### config.mk
export PLATFORM = sky130hd
export DESIGN_NAME = msw_top
export DESIGN_NICKNAME = d
export VERILOG_FILES = /design/src/verilog/msw_pkg.sv /design/src/verilog/msw_sync2.sv /design/src/verilog/msw_latch_bit.sv /design/src/verilog/msw_top.sv
export VERILOG_INCLUDE_DIRS = /design/src /design/src/verilog
export SDC_FILE = /design/constraint.sdc
export NUM_CORES = 1
export LEC_CHECK = 0
export BUFFER_PORTS_ARGS = -buffer_cell sky130_fd_sc_hd__buf_2
export CORE_MARGIN = 1.5
export CORE_UTILIZATION = 34
export DETAILED_ROUTE_END_ITERATION = 7
export REMOVE_ABC_BUFFERS = 1
export SETUP_SLACK_MARGIN = 0.02
export SKIP_CTS_REPAIR_TIMING = 1
export SLEW_MARGIN = 30
export SYNTH_ARGS = -nofsm -noshare
export SYNTH_HDL_FRONTEND = slang
export SYNTH_HIERARCHICAL = 1
export SYNTH_SLANG_ARGS = --single-unit
### constraint.sdc
create_clock -name mclk_i -period 2.56 [get_ports mclk_i]
set_input_delay 0.256 -clock mclk_i [delete_from_list [all_inputs] [get_ports mclk_i]]
set_output_delay 0.256 -clock mclk_i [all_outputs]
set_load 0.01 [all_outputs]
### src/verilog/msw_cfg.svh
`ifndef MSW_CFG_SVH
`define MSW_CFG_SVH

// ----------------------------------------------------------------
// command codes on the host command port
// ----------------------------------------------------------------
`define MSW_CMD_READ_COND   8'h14
`define MSW_CMD_READ_IO     8'h15
`define MSW_CMD_CLEAR_COND  8'h3F

// ----------------------------------------------------------------
// data register that carries the condition word in its upper half
// ----------------------------------------------------------------
`define MSW_REG_IDX_COND    8'h03

// ----------------------------------------------------------------
// servo cycle timing
// ----------------------------------------------------------------
`define MSW_SERVO_PERIOD_NS 120000
`define MSW_CLK_PERIOD_NS   10

// ----------------------------------------------------------------
// field positions of the latch vector; the condition word holds latch bits 7-1 at bits 14-8
// ----------------------------------------------------------------
`define MSW_LAT_INDEX       0
`define MSW_LAT_MOVE_ERR    1
`define MSW_LAT_HOLD_ERR    2
`define MSW_LAT_HALT        3
`define MSW_LAT_STOP_FOUND  4
`define MSW_LAT_WAIT_DONE   5
`define MSW_LAT_OVER_VOLT   6
`define MSW_LAT_LOW_VOLT    7

// ----------------------------------------------------------------
// reset values
// ----------------------------------------------------------------
`define MSW_IO_WORD_RST     16'h0000
`define MSW_RSP_DATA_RST    16'h0000
`define MSW_REG_DATA_RST    32'h0000_0000

`endif

### src/verilog/msw_pkg.sv
package msw_pkg;

    // ------------------------------------------------------------
    // response sequencer states, one-hot
    // ------------------------------------------------------------
    typedef enum logic [1:0] {
        RSP_IDLE = 2'b01,  // ready for a command
        RSP_SEND = 2'b10   // answer on the port this cycle
    } msw_rsp_state_t;

    // ------------------------------------------------------------
    // state of one sticky flag
    // ------------------------------------------------------------
    typedef struct packed {
        logic q;           // flag value
    } msw_latch_state_t;

    // ------------------------------------------------------------
    // state of the status bank top
    // ------------------------------------------------------------
    typedef struct packed {
        msw_rsp_state_t state;     // command sequencer
        logic [15:0]    rsp_data;  // answer word
        logic           rsp_err;   // unknown command flag
        logic [15:0]    io_word;   // servo-cycle snapshot of line status
        logic [2:0]     idx_pend;  // index events waiting for next tick
        logic [13:0]    tick_cnt;  // servo cycle down counter
        logic [31:0]    reg_data;  // data register read answer
        logic           reg_ack;   // data register read answered
        logic           reg_hit;   // index was the condition register
    } msw_top_state_t;

endpackage

### src/verilog/msw_sync2.sv
`timescale 1ns/10ps

// ----------------------------------------------------------------
// two flop synchroniser for asynchronous pin levels
// ----------------------------------------------------------------
module msw_sync2 #(
    parameter int WIDTH = 7
) (
    input  wire logic             mclk_i,   // system clock
    input  wire logic             reset_i,  // synchronous reset, high
    input  wire logic [WIDTH-1:0] async_i,  // raw pin levels
    output logic      [WIDTH-1:0] sync_o    // levels in the clock domain
);

    typedef struct packed {
        logic [WIDTH-1:0] meta;  // first stage, read only by second
        logic [WIDTH-1:0] sync;  // second stage
    } msw_sync_state_t;

    msw_sync_state_t st_ff;   // registered state
    msw_sync_state_t nxt_st;  // next state

    // shift the pins through both stages
    always_comb begin
        nxt_st      = st_ff;
        nxt_st.meta = async_i;
        nxt_st.sync = st_ff.meta;
    end

    // idle lines read high, so reset to all ones
    always_ff @(posedge mclk_i) begin
        if (reset_i) begin
            st_ff <= '{meta: '1, sync: '1};
        end else begin
            st_ff <= nxt_st;
        end
    end

    assign sync_o = st_ff.sync;

endmodule

### src/verilog/msw_latch_bit.sv
`timescale 1ns/10ps

// ----------------------------------------------------------------
// one sticky condition flag; a set beats any clear
// ----------------------------------------------------------------
module msw_latch_bit (
    input  wire logic mclk_i,    // system clock
    input  wire logic reset_i,   // synchronous reset, high
    input  wire logic set_i,     // condition seen this cycle
    input  wire logic clr_i,     // clear command accepted
    input  wire logic auto_clr_i,// hardware clear, e.g. next move
    output logic      q_o        // flag value
);

    msw_pkg::msw_latch_state_t st_ff;   // registered state
    msw_pkg::msw_latch_state_t nxt_st;  // next state

    // set first so an event in the clear cycle is never lost
    always_comb begin
        nxt_st = st_ff;
        if (set_i) begin
            nxt_st.q = 1'b1;
        end else if (clr_i || auto_clr_i) begin
            nxt_st.q = 1'b0;
        end
    end

    // flag register
    always_ff @(posedge mclk_i) begin
        if (reset_i) begin
            st_ff <= '{q: 1'b0};
        end else begin
            st_ff <= nxt_st;
        end
    end

    assign q_o = st_ff.q;

endmodule

### src/verilog/msw_top.sv
`timescale 1ns/10ps
`include "msw_cfg.svh"

module msw_top #(
    parameter int SERVO_CYCLES = `MSW_SERVO_PERIOD_NS / `MSW_CLK_PERIOD_NS
) (
    input  wire logic        mclk_i,            // system clock, 100 MHz
    input  wire logic        reset_i,           // synchronous reset, high
    input  wire logic [6:0]  io_line_i,         // pins, bit 0 is line 1
    input  wire logic        delay_counting_i,  // delay counter running
    input  wire logic        hold_err_i,        // holding error limit exceeded
    input  wire logic        move_err_i,        // moving error limit exceeded
    input  wire logic        over_temp_i,       // sensor reports over temperature
    input  wire logic        traj_active_i,     // trajectory generator busy
    input  wire logic        ext_index_i,       // external encoder index event
    input  wire logic        int_index_i,       // internal encoder index event
    input  wire logic        sel_index_i,       // selected encoder index event
    input  wire logic        low_volt_i,        // low voltage fault event
    input  wire logic        over_volt_i,       // over voltage fault event
    input  wire logic        wait_expired_i,    // wait delay timer expired
    input  wire logic        stop_found_i,      // stop input found in a move
    input  wire logic        move_start_i,      // a new move begins
    input  wire logic        abrupt_stop_i,     // abrupt stop command received
    input  wire logic        calc_neg_i,        // last calculation negative
    input  wire logic        calc_pos_i,        // last calculation positive
    input  wire logic        calc_zero_i,       // last calculation zero
    input  wire logic        cmd_valid_i,       // host command present
    input  wire logic [7:0]  cmd_code_i,        // host command number
    output logic             cmd_ready_o,       // command can be taken
    output logic             rsp_valid_o,       // answer present, one cycle
    output logic [15:0]      rsp_data_o,        // answer word
    output logic             rsp_err_o,         // command not known
    input  wire logic        reg_rd_valid_i,    // data register read request
    input  wire logic [7:0]  reg_rd_idx_i,      // data register number
    input  wire logic [15:0] reg3_low_i,        // lower half of register 3
    output logic             reg_rd_ack_o,      // read answered, one cycle
    output logic             reg_rd_hit_o,      // number was register 3
    output logic [31:0]      reg_rd_data_o      // register contents
);

    // ------------------------------------------------------------
    // declarations
    // ------------------------------------------------------------
    localparam logic [13:0] TICK_LOAD = 14'(SERVO_CYCLES - 1);  // counter reload

    msw_pkg::msw_top_state_t st_ff;    // registered state
    msw_pkg::msw_top_state_t nxt_st;   // next state
    logic [6:0]  io_sync;              // synchronised pin levels
    logic [7:0]  lat_set;              // sticky flag set events
    logic [7:0]  lat_auto;             // sticky flag hardware clears
    logic [7:0]  lat_q;                // sticky flag values
    logic        clr_cmd;              // clear command accepted this cycle
    logic        cmd_take;             // command accepted this cycle
    logic        tick;                 // last cycle of a servo period
    logic [2:0]  idx_now;              // pending plus new index events
    logic [15:0] cond_word;            // live condition word

    // ------------------------------------------------------------
    // pin synchroniser
    // ------------------------------------------------------------
    msw_sync2 #(
        .WIDTH (7)
    ) u_sync (
        .mclk_i  (mclk_i),
        .reset_i (reset_i),
        .async_i (io_line_i),
        .sync_o  (io_sync)
    );

    // ------------------------------------------------------------
    // sticky condition flags
    // ------------------------------------------------------------
    // event sources per flag position
    always_comb begin
        lat_set                      = 8'h00;
        lat_auto                     = 8'h00;
        lat_set[`MSW_LAT_INDEX]      = ext_index_i | int_index_i | sel_index_i;
        lat_set[`MSW_LAT_MOVE_ERR]   = move_err_i;
        lat_set[`MSW_LAT_HOLD_ERR]   = hold_err_i;
        lat_set[`MSW_LAT_HALT]       = abrupt_stop_i;
        lat_set[`MSW_LAT_STOP_FOUND] = stop_found_i;
        lat_set[`MSW_LAT_WAIT_DONE]  = wait_expired_i;
        lat_set[`MSW_LAT_OVER_VOLT]  = over_volt_i;
        lat_set[`MSW_LAT_LOW_VOLT]   = low_volt_i;
        lat_auto[`MSW_LAT_STOP_FOUND] = move_start_i;
    end

    // one flag instance per latched bit
    for (genvar gi = 0; gi < 8; gi++) begin : g_lat
        msw_latch_bit u_lat (
            .mclk_i     (mclk_i),
            .reset_i    (reset_i),
            .set_i      (lat_set[gi]),
            .clr_i      (clr_cmd),
            .auto_clr_i (lat_auto[gi]),
            .q_o        (lat_q[gi])
        );
    end

    // ------------------------------------------------------------
    // condition word assembly
    // ------------------------------------------------------------
    // reserved bit 15 is a constant zero, nothing can set it
    assign cond_word = {1'b0,
                        lat_q[7:1],
                        ~over_temp_i,
                        io_sync[2:0],
                        calc_neg_i, calc_pos_i, calc_zero_i,
                        lat_q[`MSW_LAT_INDEX]};

    // ------------------------------------------------------------
    // handshake decode
    // ------------------------------------------------------------
    assign cmd_ready_o = (st_ff.state == msw_pkg::RSP_IDLE);
    assign cmd_take    = cmd_valid_i && cmd_ready_o;
    assign clr_cmd     = cmd_take && (cmd_code_i == `MSW_CMD_CLEAR_COND);
    assign tick        = (st_ff.tick_cnt == 14'h0000);
    assign idx_now     = st_ff.idx_pend | {ext_index_i, int_index_i, sel_index_i};

    // ------------------------------------------------------------
    // next state
    // ------------------------------------------------------------
    always_comb begin
        nxt_st         = st_ff;
        nxt_st.reg_ack = 1'b0;
        nxt_st.reg_hit = 1'b0;
        // servo period counter, free running
        if (tick) begin
            nxt_st.tick_cnt = TICK_LOAD;
        end else begin
            nxt_st.tick_cnt = st_ff.tick_cnt - 14'h0001;
        end
        // line status snapshot; index events held until the tick so
        // each shows for exactly one servo period
        if (tick) begin
            nxt_st.io_word  = {io_sync[6:3],
                               1'b0,
                               delay_counting_i,
                               hold_err_i, move_err_i,
                               ~over_temp_i,
                               io_sync[2:0],
                               traj_active_i,
                               idx_now};
            nxt_st.idx_pend = 3'h0;
        end else begin
            nxt_st.idx_pend = idx_now;
        end
        // command sequencer
        case (st_ff.state)
            msw_pkg::RSP_IDLE: begin
                if (cmd_valid_i) begin
                    nxt_st.state   = msw_pkg::RSP_SEND;
                    nxt_st.rsp_err = 1'b0;
                    if (cmd_code_i == `MSW_CMD_READ_COND) begin
                        nxt_st.rsp_data = cond_word;
                    end else if (cmd_code_i == `MSW_CMD_READ_IO) begin
                        nxt_st.rsp_data = st_ff.io_word;
                    end else if (cmd_code_i == `MSW_CMD_CLEAR_COND) begin
                        nxt_st.rsp_data = `MSW_RSP_DATA_RST;   // plain ack
                    end else begin
                        nxt_st.rsp_data = `MSW_RSP_DATA_RST;
                        nxt_st.rsp_err  = 1'b1;                // unknown code
                    end
                end
            end
            msw_pkg::RSP_SEND: begin
                // answer shown for one cycle, no back-pressure from host
                nxt_st.state = msw_pkg::RSP_IDLE;
            end
            default: begin
                nxt_st.state = msw_pkg::RSP_IDLE;
            end
        endcase
        // data register read port, answered next cycle
        if (reg_rd_valid_i) begin
            nxt_st.reg_ack = 1'b1;
            if (reg_rd_idx_i == `MSW_REG_IDX_COND) begin
                nxt_st.reg_hit  = 1'b1;
                nxt_st.reg_data = {cond_word, reg3_low_i};
            end else begin
                nxt_st.reg_data = `MSW_REG_DATA_RST;
            end
        end
    end

    // ------------------------------------------------------------
    // state register
    // ------------------------------------------------------------
    always_ff @(posedge mclk_i) begin
        if (reset_i) begin
            st_ff <= '{state:    msw_pkg::RSP_IDLE,
                       rsp_data: `MSW_RSP_DATA_RST,
                       rsp_err:  1'b0,
                       io_word:  `MSW_IO_WORD_RST,
                       idx_pend: 3'h0,
                       tick_cnt: TICK_LOAD,
                       reg_data: `MSW_REG_DATA_RST,
                       reg_ack:  1'b0,
                       reg_hit:  1'b0};
        end else begin
            st_ff <= nxt_st;
        end
    end

    // ------------------------------------------------------------
    // outputs
    // ------------------------------------------------------------
    assign rsp_valid_o   = (st_ff.state == msw_pkg::RSP_SEND);
    assign rsp_data_o    = st_ff.rsp_data;
    assign rsp_err_o     = st_ff.rsp_err && rsp_valid_o;
    assign reg_rd_ack_o  = st_ff.reg_ack;
    assign reg_rd_hit_o  = st_ff.reg_hit;
    assign reg_rd_data_o = st_ff.reg_data;
endmodule

==> metrics.md <==
| Metric | Value |
|---|---|
| Status | `finished, final reports clean` |
| Post-synth EDFFs | `0` |
| First-pass GRT wire length | `14,370 um` |
| Core box area | `between 10,000 and 15,000 sq um` |
| Critical Path End Type | `flop` |
| Most frequent cell after synthesis | `dfxtp_1` |
| CTS tree | `done` |
| Drt wl/cell | `12.86 um` |
| Normalized max-slew margin | `41.78%` |
| WP data required | `roughly 2.8 ns` |
| Vias in the first global route | `2,990` |
| Final nets | `597` |
| Post-route clock period utilization | `about four fifths` |
| Total iterations of the first detailed-routing run | `4` |
| Row count | `40` |
| I/O Pins | `113` |
| Setup_tns | `0 ns` |
| FMAX | `0.4899 GHz` |
| Max-slew violations | `0` |
| Synth warnings | `6` |
| FF+latch count, synth | `106` |
| Worst setup SP type | `flop` |
| CTS Buf Count | `9` |
| Routed Antenna Nets | `0` |
| CP Max Fanout | `11` |
| Worst Setup Slack, final | `0.5186 ns` |
| Antenna violations before repair | `0` |
| N_diodes | `0` |
| GRT Overall Usage | `14.03%` |
| Min-delay src | `io_line_i[2]` |
| Drt total wl | `9117 um` |
| Port Buffers | `111` |
| Ys async rst share | `0%` |
| Max VDD drop | `around 0.26 mV` |
| Filler cells | `1,229` |
| Place WS | `0.5242 ns` |
| Final hold viol count | `0` |
| Post-synth design cell area | `between 4000 and 5000 sq um` |
| Grt total ovfl | `0` |
| Die Ht | `between 100 and 150 um` |
| Critical R2R Launch | `st_ff[34]` |
| DP HPWL | `6344 um` |
| Hold Crit Class | `primary input to flop` |
| Max-Cap Viols | `0` |
| WP data arrival | `between 2 and 2.5 ns` |
| LEAKAGE | `2.176 nW` |
| Gpl congestion | `0.7568` |
| Dominant synthesized flop cell | `dfxtp_1` |
| Max Root-Sink Buffers | `2` |
| Vias | `3,148` |
| RSZ-0062 raised after global routing | `false` |
| Worst slew pin tran | `around 0.87 ns` |
| H-Tree Depth | `3` |
| Share of cells above drive strength 1 | `roughly a quarter` |
| Via density | `4.440` |
| Pin count of the biggest net entering global routing | `74` |
| Synth top area cells | `dfxtp_1, buf_4, mux2i_1` |
| Share of the synthesized area in the top cell type | `49.37%` |
| Die W | `approximately 120 um` |
| Clock Sinks | `106` |
| Pwr per Cell Area | `647.1 nW/um^2` |
| Crit Path Class | `flop to flop` |
| Initial Util | `35.34%` |
| Synth Area per Inst | `just over 9 sq um` |
| DRT iter0 DRCs | `roughly 150` |
| Critical Path Source | `st_ff[34]` |
| Worst-skew pair later-pin latency | `0.34 ns` |
| Synth top cells by count | `dfxtp_1, nor2_1, buf_4, a21oi_1, nor2b_1` |
| Min Tclk post-route | `2.041 ns` |
| CTS root buf | `clkbuf_16` |
| Worst Clk Skew | `between 0.005 and 0.006 ns` |
| Sequential area share after synthesis | `49.37%` |
| Synth area leader | `dfxtp_1` |
| Area Overhead vs Synth | `16.77%` |
| Finish-stage setup viols | `0` |
| DRC | `0` |
| Library cells used by synthesis | `40` |
| Die footprint | `13,320 sq um` |
| CTS clock-pin slew for the worst setup and hold paths | `0.07 ns` |
| Synth Instances | `466` |
[cells in the final DEF (no fill, tap or decap), types with 2 or more instances in the layout]
cell type | synthesis | layout
clkbuf_16 | 0 | 9
a211oi_2 | 4 | 4
buf_2 | 3 | 111
dfxtp_1 | 106 | 106
mux2i_1 | 25 | 25
nor3_1 | 2 | 2
a21oi_1 | 43 | 43
or2_1 | 14 | 14
conb_1 | 1 | 8
xnor2_1 | 2 | 2
or3b_1 | 8 | 8
nor2b_1 | 37 | 37
nor2_1 | 63 | 63
nand2_1 | 28 | 28
nand3_1 | 3 | 3
clkinv_2 | 0 | 3
or4_1 | 2 | 2
nand4_1 | 4 | 4
nor4_1 | 2 | 2
or3_1 | 4 | 4
inv_1 | 11 | 11
o21ai_0 | 14 | 14
buf_4 | 48 | 7
clkbuf_8 | 0 | 2
xor2_1 | 7 | 7
nand2b_1 | 5 | 5
[critical path, cell delays in order, from the launching register on]
cell and delay (ns):
dfxtp_1 0.33, inv_1 0.06, ha_1 0.19, or4b_4 0.51
nor4b_4 0.29, buf_4 0.28, mux2i_1 0.21, nor2_1 0.05
[layout make-up]
cell class | instances | area, sq um | share of cell area, %
sequential | 106 | 2122 | 42.28
multi-input combinational | 289 | 1712 | 34.11
timing repair buffer | 119 | 628.1 | 12.52
clock buffer | 11 | 252.7 | 5.036
tap | 168 | 210.2 | 4.188
clock inverter | 5 | 52.55 | 1.047
inverter | 11 | 41.29 | 0.8227
[worst paths after layout]
path                 endpoint  depth (start not counted)  slack, ns
max                 st_ff[57]                          7       0.52
min          u_sync/nxt_st[2]                          2       0.09
max reg2reg         st_ff[57]                          7       0.52
min reg2reg  u_sync/sync_o[0]                          1       0.40
[per-layer routing]
metal | GRT usage, % | part of all wire (%) | up-vias | wire (um)
li1 | - | - | 1621 | -
met1 | 17.00 | 46 | 1459 | 4174
met2 | 23.39 | 48 | 60 | 4408
met3 | 4.498 | 4.4 | 8 | 402
met4 | 5.103 | 1.4 | 0 | 132
met5 | 0 | 0 | - | 0
[where the power goes]
part           leakage (nW)  switching, W  internal [W]
Clock                 0.151      0.000580      0.000806
Combinational          1.16     0.0000918     0.0000748
Sequential            0.863     0.0000162       0.00168
[cell families (layout without fill, tap and decap cells)]
logic type	count (synthesis)	in the layout	synth area share, %
compound gates	63	63	8.181
mux	25	25	5.822
buf+inv	78	146	11.62
simple gates	183	183	22.79
xor+xnor	9	9	1.834
other cells	1	8	0.08725
fa+ha+maj	1	1	0.2911
flops	106	106	49.37
[flip-flops by register name (all words and copies together) (netlist names)]
| name | count |
|---|---|
| u_sync/nxt_st | 7 |
| reg_rd_data_o | 31 |
| reg_rd_hit_o | 1 |
| u_sync/sync_o | 7 |
| reg_rd_ack_o | 1 |
| rsp_data_o | 16 |
| st_ff | 35 |
| g_lat.u_lat/q_o | 8 |
[per-stage QoR]
stage	cells	utilization [%]	total power, W	hold slack, ns	area (sq um)
3_5_place_dp	693	38.76	0.001902	0.3878	4713
2_1_floorplan	406	-	0.001789	0.3206	3866
5_1_grt	709	41.27	0.003390	0.07354	5019
3_3_place_gp	693	38.76	0.001896	0.3818	4713
4_1_cts	709	41.27	0.003306	0.06946	5019
6_report	709	41.27	0.003248	0.08551	5019
Power figures use the tool's default switching activity.
